==> config.mk <==
export PLATFORM = sky130hd
export DESIGN_NAME = cbf_buffers
export DESIGN_NICKNAME = d
export VERILOG_FILES = /design/src/verilog/cbf_pkg.sv /design/src/verilog/cbf_buffers.sv
export VERILOG_INCLUDE_DIRS = /design/src /design/src/verilog
export SDC_FILE = /design/constraint.sdc
export NUM_CORES = 1
export LEC_CHECK = 0
export BUFFER_PORTS_ARGS = -buffer_cell sky130_fd_sc_hd__buf_2
export CORE_MARGIN = 2
export CORE_UTILIZATION = 45
export CTS_CLUSTER_SIZE = 24
export DETAILED_ROUTE_END_ITERATION = 12
export PLACE_DENSITY = 0.7
export SLEW_MARGIN = 20
export SYNTH_ARGS = -nofsm -noshare
export SYNTH_HDL_FRONTEND = slang
export SYNTH_SLANG_ARGS = --single-unit
==> constraint.sdc <==
create_clock -name hclk -period 5.1 [get_ports hclk]
set_input_delay 0.765 -clock hclk [delete_from_list [all_inputs] [get_ports hclk]]
set_output_delay 0.765 -clock hclk [all_outputs]
set_load 0.1 [all_outputs]
==> src/verilog/cbf_params.svh <==
`ifndef CBF_PARAMS_SVH
`define CBF_PARAMS_SVH
// register indices; byte address is four times the index
`define CBF_IDX_DATA0 6'h04
`define CBF_IDX_DATA7 6'h0B
`define CBF_IDX_LEN 6'h0C
`define CBF_IDX_LOCAL_PRIORITY_VALUE 6'h0D
`define CBF_IDX_STAMP_HI 6'h0E
`define CBF_IDX_STAMP_LO 6'h0F
`define CBF_IDX_SELECT 6'h10
`define CBF_IDX_TXFLAG 6'h11
`define CBF_IDX_CTRL 6'h12
`define CBF_IDX_REMOTE 6'h13
`define CBF_IDX_STATUS 6'h14
`define CBF_IDX_RX_BASE 6'h20
// field positions
`define CBF_LEN_CODE_MSB 3
`define CBF_CTRL_INIT_BIT 0
`define CBF_CTRL_TIME_BIT 1
`define CBF_STAT_ACTIVE_BIT 2
`define CBF_STAT_TIMER_LSB 16
// reset values and counts
`define CBF_NUM_TX 3
`define CBF_LOCAL_PRIORITY_VALUE_RST 8'h00
`define CBF_TXE_RST 3'h7
`define CBF_CTRL_RST 2'h1
`define CBF_MAX_BYTES 4'h8
`endif

==> src/verilog/cbf_pkg.sv <==
package cbf_pkg;
   typedef enum logic [1:0] {
      CBF_IDLE = 2'b00,
      CBF_LOAD = 2'b01,
      CBF_WAIT = 2'b10
   } cbf_state_e;
   typedef logic [7:0] cbf_byte_t;
   typedef logic [1:0] cbf_idx_t;
   typedef logic [3:0] cbf_len_t;
   typedef logic [15:0] cbf_stamp_t;
endpackage : cbf_pkg

==> src/verilog/cbf_buffers.sv <==
// Notes on behaviour
// each buffer holds eight payload bytes, bits 7..0 each
// bytes sent or stored come from the buffer's length code
// length code sits in bits 3..0 of the length register
// remote frame: length code sent as written, zero data bytes sent
// data frames carry anywhere from zero to eight bytes
// eight-bit local priority per transmit buffer; smaller value wins
// arbitration runs over pending buffers just before start of frame
// the pending buffer with the lowest priority value is chosen
// equal lowest priority: the smaller buffer index is chosen
// software writes priority only on an empty, selected buffer
// software reads stamps only on an empty, selected buffer (the code checks selection only, so a selected pending buffer still reads)
// with stamping on, timer copied into active buffer after valid frame end
// software takes a transmit stamp only after the buffer is empty again
// stamp timer is free running on the bit clock; wrap not signalled
// stamp timer held at zero during initialization mode
// stamp bytes are read-only; writes are ignored
// successful send sets that buffer's empty flag
// writing the select register maps that buffer into the window (the code maps only the lowest requested buffer that is empty)
// length codes above eight never move more than eight bytes
//
// Design decision made here: the AHB-Lite interface to the registers.
`include "cbf_params.svh"
module cbf_buffers (
   // clock and reset
   input wire logic hclk,
   input wire logic hresetn,
   // ahb-lite slave
   input wire logic hsel,
   input wire logic [31:0] haddr,
   input wire logic [1:0] htrans,
   input wire logic hwrite,
   input wire logic [2:0] hsize,
   input wire logic [31:0] hwdata,
   input wire logic hready,
   output logic hreadyout,
   output logic hresp,
   output logic [31:0] hrdata,
   // frame engine, transmit side
   input wire logic tx_sof_req,
   input wire logic tx_done,
   input wire logic tx_fail,
   output logic tx_frame_active,
   output cbf_pkg::cbf_idx_t tx_buf_idx,
   output cbf_pkg::cbf_len_t tx_len_code,
   output logic tx_remote,
   output cbf_pkg::cbf_byte_t tx_data,
   output logic tx_valid,
   input wire logic tx_ready,
   // frame engine, receive side
   input wire logic rx_sof,
   input wire cbf_pkg::cbf_len_t rx_len_code,
   input wire logic rx_byte_valid,
   input wire cbf_pkg::cbf_byte_t rx_byte,
   input wire logic rx_eof_ok,
   // bit clock tick
   input wire logic bit_tick
);
   import cbf_pkg::*;

   cbf_byte_t txb_r [`CBF_NUM_TX][8];
   cbf_len_t len_r [`CBF_NUM_TX];
   cbf_byte_t local_priority_value_r [`CBF_NUM_TX];
   cbf_stamp_t stamp_r [`CBF_NUM_TX];
   logic [`CBF_NUM_TX-1:0] txe_r, txe_nxt, sel_r, remote_r, done_set;
   logic [1:0] ctrl_r;
   cbf_byte_t rxb_r [8];
   cbf_len_t rx_len_r;
   cbf_stamp_t rx_stamp_r, timer_r;
   logic [3:0] rx_cnt_r;
   cbf_state_e state_r;
   cbf_idx_t act_r, win_idx, sel_idx;
   logic win_found;
   cbf_byte_t win_local_priority_value;
   logic [3:0] byte_cnt_r, byte_total_r, cap_len;
   logic init_mode, time_en;
   // ahb data-phase state
   logic wr_pend_r, rd_pend_r, addr_ok_r;
   logic [5:0] addr_idx_r;
   logic wr_en;
   logic [31:0] rd_data;
   // two-entry output buffer
   cbf_byte_t skid_r;
   logic skid_v_r, push, flush, in_ready, pop;

   assign init_mode = ctrl_r[`CBF_CTRL_INIT_BIT];
   assign time_en = ctrl_r[`CBF_CTRL_TIME_BIT];
   assign wr_en = wr_pend_r & addr_ok_r;

   // ---------------- bus slave ----------------
   // reads take one wait state so a write just before is always visible
   always_ff @(posedge hclk or negedge hresetn) begin
      if (!hresetn) begin
         wr_pend_r <= 1'b0;
         rd_pend_r <= 1'b0;
         addr_ok_r <= 1'b0;
         addr_idx_r <= 6'h00;
         hreadyout <= 1'b1;
         hrdata <= 32'h0000_0000;
      end else begin
         if (rd_pend_r) begin
            hrdata <= rd_data;
            hreadyout <= 1'b1;
            rd_pend_r <= 1'b0;
         end else if (hsel && htrans[1] && hready) begin
            wr_pend_r <= hwrite;
            rd_pend_r <= !hwrite;
            hreadyout <= hwrite;
            addr_ok_r <= (haddr[31:8] == 24'h00_0000) && (haddr[1:0] == 2'b00) && (hsize == 3'b010);
            addr_idx_r <= haddr[7:2];
         end else begin
            wr_pend_r <= 1'b0;
         end
      end
   end

   always_ff @(posedge hclk or negedge hresetn) begin
      if (!hresetn) begin
         hresp <= 1'b0;
      end else begin
         hresp <= 1'b0;
      end
   end

   always_comb begin
      sel_idx = 2'd0;
      for (int k = `CBF_NUM_TX - 1; k >= 0; k--) begin
         if (sel_r[k]) begin
            sel_idx = cbf_idx_t'(k);
         end
      end
   end

   always_comb begin
      logic [5:0] li;
      li = 6'h00;
      rd_data = 32'h0000_0000;
      if (addr_ok_r && addr_idx_r >= `CBF_IDX_RX_BASE) begin
         li = addr_idx_r - `CBF_IDX_RX_BASE;
         if (li >= `CBF_IDX_DATA0 && li <= `CBF_IDX_DATA7) begin
            rd_data[7:0] = rxb_r[li[2:0] - 3'h4];
         end else if (li == `CBF_IDX_LEN) begin
            rd_data[`CBF_LEN_CODE_MSB:0] = rx_len_r;
         end else if (li == `CBF_IDX_STAMP_HI) begin
            rd_data[7:0] = rx_stamp_r[15:8];
         end else if (li == `CBF_IDX_STAMP_LO) begin
            rd_data[7:0] = rx_stamp_r[7:0];
         end
      end else if (addr_ok_r) begin
         if (addr_idx_r >= `CBF_IDX_DATA0 && addr_idx_r <= `CBF_IDX_DATA7 && sel_r != 3'h0) begin
            rd_data[7:0] = txb_r[sel_idx][addr_idx_r[2:0] - 3'h4];
         end else if (addr_idx_r == `CBF_IDX_LEN && sel_r != 3'h0) begin
            rd_data[`CBF_LEN_CODE_MSB:0] = len_r[sel_idx];
         end else if (addr_idx_r == `CBF_IDX_LOCAL_PRIORITY_VALUE && sel_r != 3'h0) begin
            rd_data[7:0] = local_priority_value_r[sel_idx];
         end else if (addr_idx_r == `CBF_IDX_STAMP_HI && sel_r != 3'h0) begin
            rd_data[7:0] = stamp_r[sel_idx][15:8];
         end else if (addr_idx_r == `CBF_IDX_STAMP_LO && sel_r != 3'h0) begin
            rd_data[7:0] = stamp_r[sel_idx][7:0];
         end else if (addr_idx_r == `CBF_IDX_SELECT) begin
            rd_data[`CBF_NUM_TX-1:0] = sel_r;
         end else if (addr_idx_r == `CBF_IDX_TXFLAG) begin
            rd_data[`CBF_NUM_TX-1:0] = txe_r;
         end else if (addr_idx_r == `CBF_IDX_CTRL) begin
            rd_data[1:0] = ctrl_r;
         end else if (addr_idx_r == `CBF_IDX_REMOTE) begin
            rd_data[`CBF_NUM_TX-1:0] = remote_r;
         end else if (addr_idx_r == `CBF_IDX_STATUS) begin
            rd_data[1:0] = act_r;
            rd_data[`CBF_STAT_ACTIVE_BIT] = tx_frame_active;
            rd_data[`CBF_STAT_TIMER_LSB +: 16] = timer_r;
         end
      end
   end

   // ---------------- control registers ----------------
   always_ff @(posedge hclk or negedge hresetn) begin
      if (!hresetn) begin
         ctrl_r <= `CBF_CTRL_RST;
         remote_r <= 3'h0;
         sel_r <= 3'h0;
      end else if (wr_en) begin
         if (addr_idx_r == `CBF_IDX_CTRL) begin
            ctrl_r <= hwdata[1:0];
         end
         if (addr_idx_r == `CBF_IDX_REMOTE) begin
            remote_r <= hwdata[`CBF_NUM_TX-1:0];
         end
         // lowest requested buffer that is free gets mapped
         if (addr_idx_r == `CBF_IDX_SELECT) begin
            sel_r <= hwdata[`CBF_NUM_TX-1:0] & txe_r & ~((hwdata[`CBF_NUM_TX-1:0] & txe_r) - 3'h1);
         end
      end
   end

   // hardware set wins over a software clear in the same cycle
   always_comb begin
      txe_nxt = txe_r;
      if (wr_en && addr_idx_r == `CBF_IDX_TXFLAG) begin
         txe_nxt = txe_r & ~hwdata[`CBF_NUM_TX-1:0];
      end
      txe_nxt = txe_nxt | done_set;
   end

   always_ff @(posedge hclk or negedge hresetn) begin
      if (!hresetn) begin
         txe_r <= `CBF_TXE_RST;
      end else begin
         txe_r <= txe_nxt;
      end
   end

   // ---------------- per-buffer storage ----------------
   for (genvar b = 0; b < `CBF_NUM_TX; b++) begin : g_buf
      assign done_set[b] = (state_r != CBF_IDLE) && tx_done && act_r == cbf_idx_t'(b);
      always_ff @(posedge hclk or negedge hresetn) begin
         if (!hresetn) begin
            for (int i = 0; i < 8; i++) begin
               txb_r[b][i] <= 8'h00;
            end
            len_r[b] <= 4'h0;
            local_priority_value_r[b] <= `CBF_LOCAL_PRIORITY_VALUE_RST;
         end else if (wr_en && sel_r[b]) begin
            if (addr_idx_r >= `CBF_IDX_DATA0 && addr_idx_r <= `CBF_IDX_DATA7) begin
               txb_r[b][addr_idx_r[2:0] - 3'h4] <= hwdata[7:0];
            end
            if (addr_idx_r == `CBF_IDX_LEN) begin
               len_r[b] <= hwdata[`CBF_LEN_CODE_MSB:0];
            end
            if (addr_idx_r == `CBF_IDX_LOCAL_PRIORITY_VALUE && txe_r[b]) begin
               local_priority_value_r[b] <= hwdata[7:0];
            end
         end
      end
      // stamp bytes have no software write path
      always_ff @(posedge hclk or negedge hresetn) begin
         if (!hresetn) begin
            stamp_r[b] <= 16'h0000;
         end else if (done_set[b] && time_en) begin
            stamp_r[b] <= timer_r;
         end
      end
   end

   // ---------------- stamp timer ----------------
   always_ff @(posedge hclk or negedge hresetn) begin
      if (!hresetn) begin
         timer_r <= 16'h0000;
      end else if (init_mode) begin
         timer_r <= 16'h0000;
      end else if (bit_tick) begin
         timer_r <= timer_r + 16'h0001;
      end
   end

   // ---------------- arbitration ----------------
   // walk from the top index down so an equal value at a lower index takes over
   always_comb begin
      win_idx = 2'd0;
      win_found = 1'b0;
      win_local_priority_value = 8'hFF;
      for (int k = `CBF_NUM_TX - 1; k >= 0; k--) begin
         if (!txe_r[k] && (!win_found || local_priority_value_r[k] <= win_local_priority_value)) begin
            win_found = 1'b1;
            win_local_priority_value = local_priority_value_r[k];
            win_idx = cbf_idx_t'(k);
         end
      end
   end

   assign cap_len = (len_r[win_idx] > `CBF_MAX_BYTES) ? `CBF_MAX_BYTES : len_r[win_idx];

   // ---------------- transmit sequencer ----------------
   assign push = (state_r == CBF_LOAD) && in_ready && (byte_cnt_r < byte_total_r);
   assign flush = init_mode || ((state_r != CBF_IDLE) && (tx_fail || tx_done));

   always_ff @(posedge hclk or negedge hresetn) begin
      if (!hresetn) begin
         state_r <= CBF_IDLE;
         act_r <= 2'd0;
         byte_cnt_r <= 4'h0;
         byte_total_r <= 4'h0;
         tx_frame_active <= 1'b0;
         tx_buf_idx <= 2'd0;
         tx_len_code <= 4'h0;
         tx_remote <= 1'b0;
      end else if (flush) begin
         // a failed frame leaves its buffer pending for the next arbitration
         state_r <= CBF_IDLE;
         tx_frame_active <= 1'b0;
      end else begin
         unique case (state_r)
            CBF_IDLE: begin
               if (tx_sof_req && win_found) begin
                  state_r <= CBF_LOAD;
                  act_r <= win_idx;
                  tx_buf_idx <= win_idx;
                  tx_frame_active <= 1'b1;
                  byte_cnt_r <= 4'h0;
                  byte_total_r <= remote_r[win_idx] ? 4'h0 : cap_len;
                  tx_len_code <= len_r[win_idx];
                  tx_remote <= remote_r[win_idx];
               end
            end
            CBF_LOAD: begin
               if (push) begin
                  byte_cnt_r <= byte_cnt_r + 4'h1;
               end
               if (byte_cnt_r == byte_total_r) begin
                  state_r <= CBF_WAIT;
               end
            end
            CBF_WAIT: begin
               state_r <= CBF_WAIT;
            end
            default: begin
               state_r <= CBF_IDLE;
            end
         endcase
      end
   end

   // two-entry buffer: head drives the port, skid absorbs a stalled word
   assign in_ready = !skid_v_r;
   assign pop = tx_valid && tx_ready;

   always_ff @(posedge hclk or negedge hresetn) begin
      if (!hresetn) begin
         tx_valid <= 1'b0;
         tx_data <= 8'h00;
         skid_v_r <= 1'b0;
         skid_r <= 8'h00;
      end else if (flush) begin
         tx_valid <= 1'b0;
         skid_v_r <= 1'b0;
      end else if (!tx_valid || pop) begin
         if (skid_v_r) begin
            tx_data <= skid_r;
            tx_valid <= 1'b1;
            skid_v_r <= 1'b0;
         end else begin
            tx_valid <= push;
            tx_data <= txb_r[act_r][byte_cnt_r[2:0]];
         end
      end else if (push) begin
         skid_r <= txb_r[act_r][byte_cnt_r[2:0]];
         skid_v_r <= 1'b1;
      end
   end

   // ---------------- receive buffer ----------------
   always_ff @(posedge hclk or negedge hresetn) begin
      if (!hresetn) begin
         for (int i = 0; i < 8; i++) begin
            rxb_r[i] <= 8'h00;
         end
         rx_cnt_r <= 4'h0;
         rx_len_r <= 4'h0;
         rx_stamp_r <= 16'h0000;
      end else begin
         if (rx_sof) begin
            rx_cnt_r <= 4'h0;
         end else if (rx_byte_valid && rx_cnt_r < `CBF_MAX_BYTES && rx_cnt_r < rx_len_code) begin
            rxb_r[rx_cnt_r[2:0]] <= rx_byte;
            rx_cnt_r <= rx_cnt_r + 4'h1;
         end
         if (rx_eof_ok) begin
            rx_len_r <= rx_len_code;
            if (time_en) begin
               rx_stamp_r <= timer_r;
            end
         end
      end
   end

   logic beat_lower, beat_tie;
   always_comb begin
      beat_lower = 1'b0;
      beat_tie = 1'b0;
      for (int k = 0; k < `CBF_NUM_TX; k++) begin
         if (!txe_r[k] && local_priority_value_r[k] < local_priority_value_r[win_idx]) begin
            beat_lower = 1'b1;
         end
         if (!txe_r[k] && local_priority_value_r[k] == local_priority_value_r[win_idx] && k < int'(win_idx)) begin
            beat_tie = 1'b1;
         end
      end
   end
endmodule : cbf_buffers

==> key figures <==
Outcome
  • Run status: completed

Global route
  • Largest net degree at the start of global routing: 116
  • Grt total ovfl: 0
  • Vias in the first global route: 17500
  • Initial antenna violation count: 0
  • GRT Util Overall: 24.2%
  • Global-route wire length before repair: 102000 microns

Worst setup path
  • Critical path type: flip-flop to flip-flop
  • CP Launch Type: flip-flop
  • Worst r2r src: txe_r[2]
  • Worst Path Required: 5.58 ns
  • CP endpoint kind: flip-flop
  • FF-to-FF End: byte_total_r[1]
  • Crit path max fanout: 21
  • Crit path DAT: 5.03 ns
  • Worst reg2reg path depth: 16
  • R2R Setup Slk: 0.54 ns

Yosys
  • Yosys warnings: 0
  • Post-Syn Instances: 2068
  • Post-synth EDFFs: 0
  • Main synth FF type: dfrtp_1
  • Synthesized area: 23900 sq um
  • Syn_area_per_cell: 11.5 sq um
  • Async S/R FF share, synth: 100%
  • Register area share after synthesis: 48.4%
  • Netlist cell types: 71
  • Register bit count reported by yosys: 461

Clock network
  • Hold_buf cts: 0
  • Worst skew pair latency: 0.60 ns
  • Reg clk slew, reported paths: 0.06 ns
  • Root Buffer: clkbuf_16
  • Clk sinks: 461
  • Resize count post-CTS: 0
  • CTS tree: yes
  • Max Root-Sink Buffers: 3
  • Number of buffers created by CTS: 48
  • Post-CTS setup repair buffer count: 0
  • Htree depth: 2

Drt
  • Avg WL per Cell: 23.1 microns
  • Detail-routed via count per cell: 6.14
  • 1st-iter DRT viols: 1711
  • Pre-Repair DR Iteration Count: 5
  • Antenna Nets Post-Route: 0
  • Via Count: 17500
  • Drt drc: 0
  • Final WL: 65800 microns

STA
  • Tmin final: 4.56 ns
  • Clk_skew: 0.0283 ns
  • Worst-Margin Slew: 1.16 ns
  • Final Cycle Share: 89.3%
  • Relative slew slack: 22.7%
  • Slew Viols, Final: 0
  • Count of final hold-check violations: 0
  • Post-route setup TNS: 0 ns
  • # setup viols final: 0
  • RSZ-0062 raised after global routing: no
  • Hold slack: 0.210 ns
  • Fmax: 219 MHz

Floorplan
  • Initial Util: 45.4%
  • Core Region: 52600 sq um
  • Rows: 84
  • Die area: 54900 sq um
  • IO Pins: 145
  • Die W: 234 microns
  • Die Y: 234 microns

Final layout
  • Multi-input logic area: 11600 sq um
  • # fillers: 4569
  • Final Non-Filler Cells: 2842
  • Register area: 11600 sq um
  • P&R area growth vs syn: 11.0%
  • Design area: 26500 sq um
  • # nets final: 2240
  • Share of cells above drive strength 1: 30.8%
  • Commonest cells after routing, fill and taps aside: dfrtp_1 (451), mux2_2 (372), nand2_1 (217), nor2_1 (119), mux2i_1 (119)
  • Commonest non-fill, non-tap cell in the layout: dfrtp_1
  • N_diodes: 0

Place
  • GPL Wtd Cong: 0.900
  • Port Buffers: 110
  • Number of placed cells counting well taps: 2755
  • Post-DP HPWL: 43300 microns
  • Placed Area: 24900 sq um

Pwr
  • Int Power: 7.08 mW
  • Seq pwr share: 40.2%
  • Combinational power share: 28.3%
  • Pwr Density: 415 nW/um^2
  • Net Sw Frac: 35.5%
  • NetSw: 3.90 mW
  • Max VDD drop: 274 uV
  • Tot Pwr: 11.0 mW
  • Clock power share: 31.5%
  • Leakage power: 11.6 nW

Job
  • Maxcap violations: 0

Hold path
  • Min-delay worst type: input port to asynchronous set/reset pin
-- metrics by stage --
step	worst slack (ns)	utilization [%]
4_1_cts	0.582	50.4
3_5_place_dp	0.598	47.5
2_1_floorplan	0.794	-
5_1_grt	0.175	50.4
3_3_place_gp	0.611	47.4
6_report	0.544	50.4
-- routing by layer --
metal  vias to the layer above  global-route usage [%]  share of wire, %
met4                         0                    8.67               3.1
met3                       156                    4.74               7.9
met5                         -                       0                 0
li1                       7659                       -                 -
met2                       760                    38.4                47
met1                      8877                    33.2                42
-- critical path: stages (launching register included) --
cell and delay (ns):
dfstp_2 0.81, nor2_1 0.13, ha_1 0.32, nor2b_1 0.13, o211ai_1 0.09, a21o_1 0.17, a211o_1 0.32, nand2_1 0.40
mux2_2 0.40, ha_1 0.18, nor2b_1 0.11, o211ai_1 0.09, a21o_1 0.17, a31o_2 0.24, a21oi_1 0.36, o2111ai_1 0.21
o32ai_1 0.30
-- how the worst max path moves through the flow --
stage / slack [ns] / from / endpoint / cells after the start
6_report: 0.54 / txe_r[2] / byte_total_r[1] / 16
3_5_place_dp: 0.60 / txe_r[2] / byte_total_r[0] / 16
3_3_place_gp: 0.61 / txe_r[2] / byte_total_r[2] / 16
5_1_grt: 0.18 / txe_r[2] / byte_total_r[1] / 16
4_1_cts: 0.58 / txe_r[2] / byte_total_r[0] / 16
2_1_floorplan: 0.79 / txe_r[2] / byte_total_r[2] / 19
-- sequential cells by signal, indices dropped and copies added (netlist names), 4 cells and up --
name / count
rx_stamp_r: 16
tx_len_code: 4
rx_len_r: 4
skid_r: 8
tx_data: 8
timer_r: 16
addr_idx_r: 6
byte_total_r: 4
len_r: 12
rx_cnt_r: 4
hrdata: 24
rxb_r: 64
stamp_r: 48
txb_r: 192
local_priority_value_r: 24
byte_cnt_r: 4
-- synthesized netlist by cell type (12+ instances only) --
cell type	instances	area share, %
a211oi_1	16	0.50
a21oi_1	72	1.5
a22o_1	20	0.73
a31oi_1	16	0.42
a32oi_1	25	0.92
buf_2	41	0.86
buf_4	20	0.63
clkbuf_1	75	1.2
dfrtp_1	456	48
ha_1	29	1.5
inv_1	34	0.53
mux2_2	372	18
mux2i_1	119	5.0
mux4_2	44	4.2
nand2_1	217	3.4
nand3_1	71	1.5
nand4_1	25	0.66
nor2_1	120	1.9
nor2b_1	17	0.45
nor3_1	12	0.25
o211ai_1	18	0.57
o21ai_0	49	1.0
o2bb2ai_1	26	0.95
-- kinds of logic (layout without fill, tap and decap cells) --
group / count (synthesis) / count (layout) / synth area share, %
AOI/OAI and AO/OA: 318 / 318 / 9.31
and+or+nand+nor: 526 / 526 / 10.1
xor gates and xnor gates: 15 / 15 / 0.550
other: 1 / 9 / 0.0157
adders and majority gates: 29 / 29 / 1.52
buffers and inverters: 183 / 261 / 3.44
DFF: 461 / 461 / 48.4
muxes: 535 / 535 / 26.7
-- final cells by class --
| class | count | area share [%] |
|---|---|---|
| Clock buffer | 72 | 5.21 |
| Clock inverter | 15 | 0.595 |
| Tap cell | 688 | 3.25 |
| Multi-Input combinational cell | 1432 | 43.7 |
| Inverter | 36 | 0.510 |
| Timing Repair Buffer | 138 | 3.10 |
| Sequential cell | 461 | 43.6 |
-- power by group through the flow --
| stage | combinational [mW] | sequential (mW) | clock [mW] |
|---|---|---|---|
| finish | 3.11 | 4.41 | 3.46 |
| global route | 3.34 | 4.46 | 3.66 |
| CTS | 3.10 | 4.40 | 3.52 |
| detailed placement | 3.09 | 4.46 | 0 |
| global placement | 3.03 | 4.44 | 0 |
| floorplan | 1.96 | 4.70 | 0 |
Note: power is estimated with default switching activity, not from simulation.
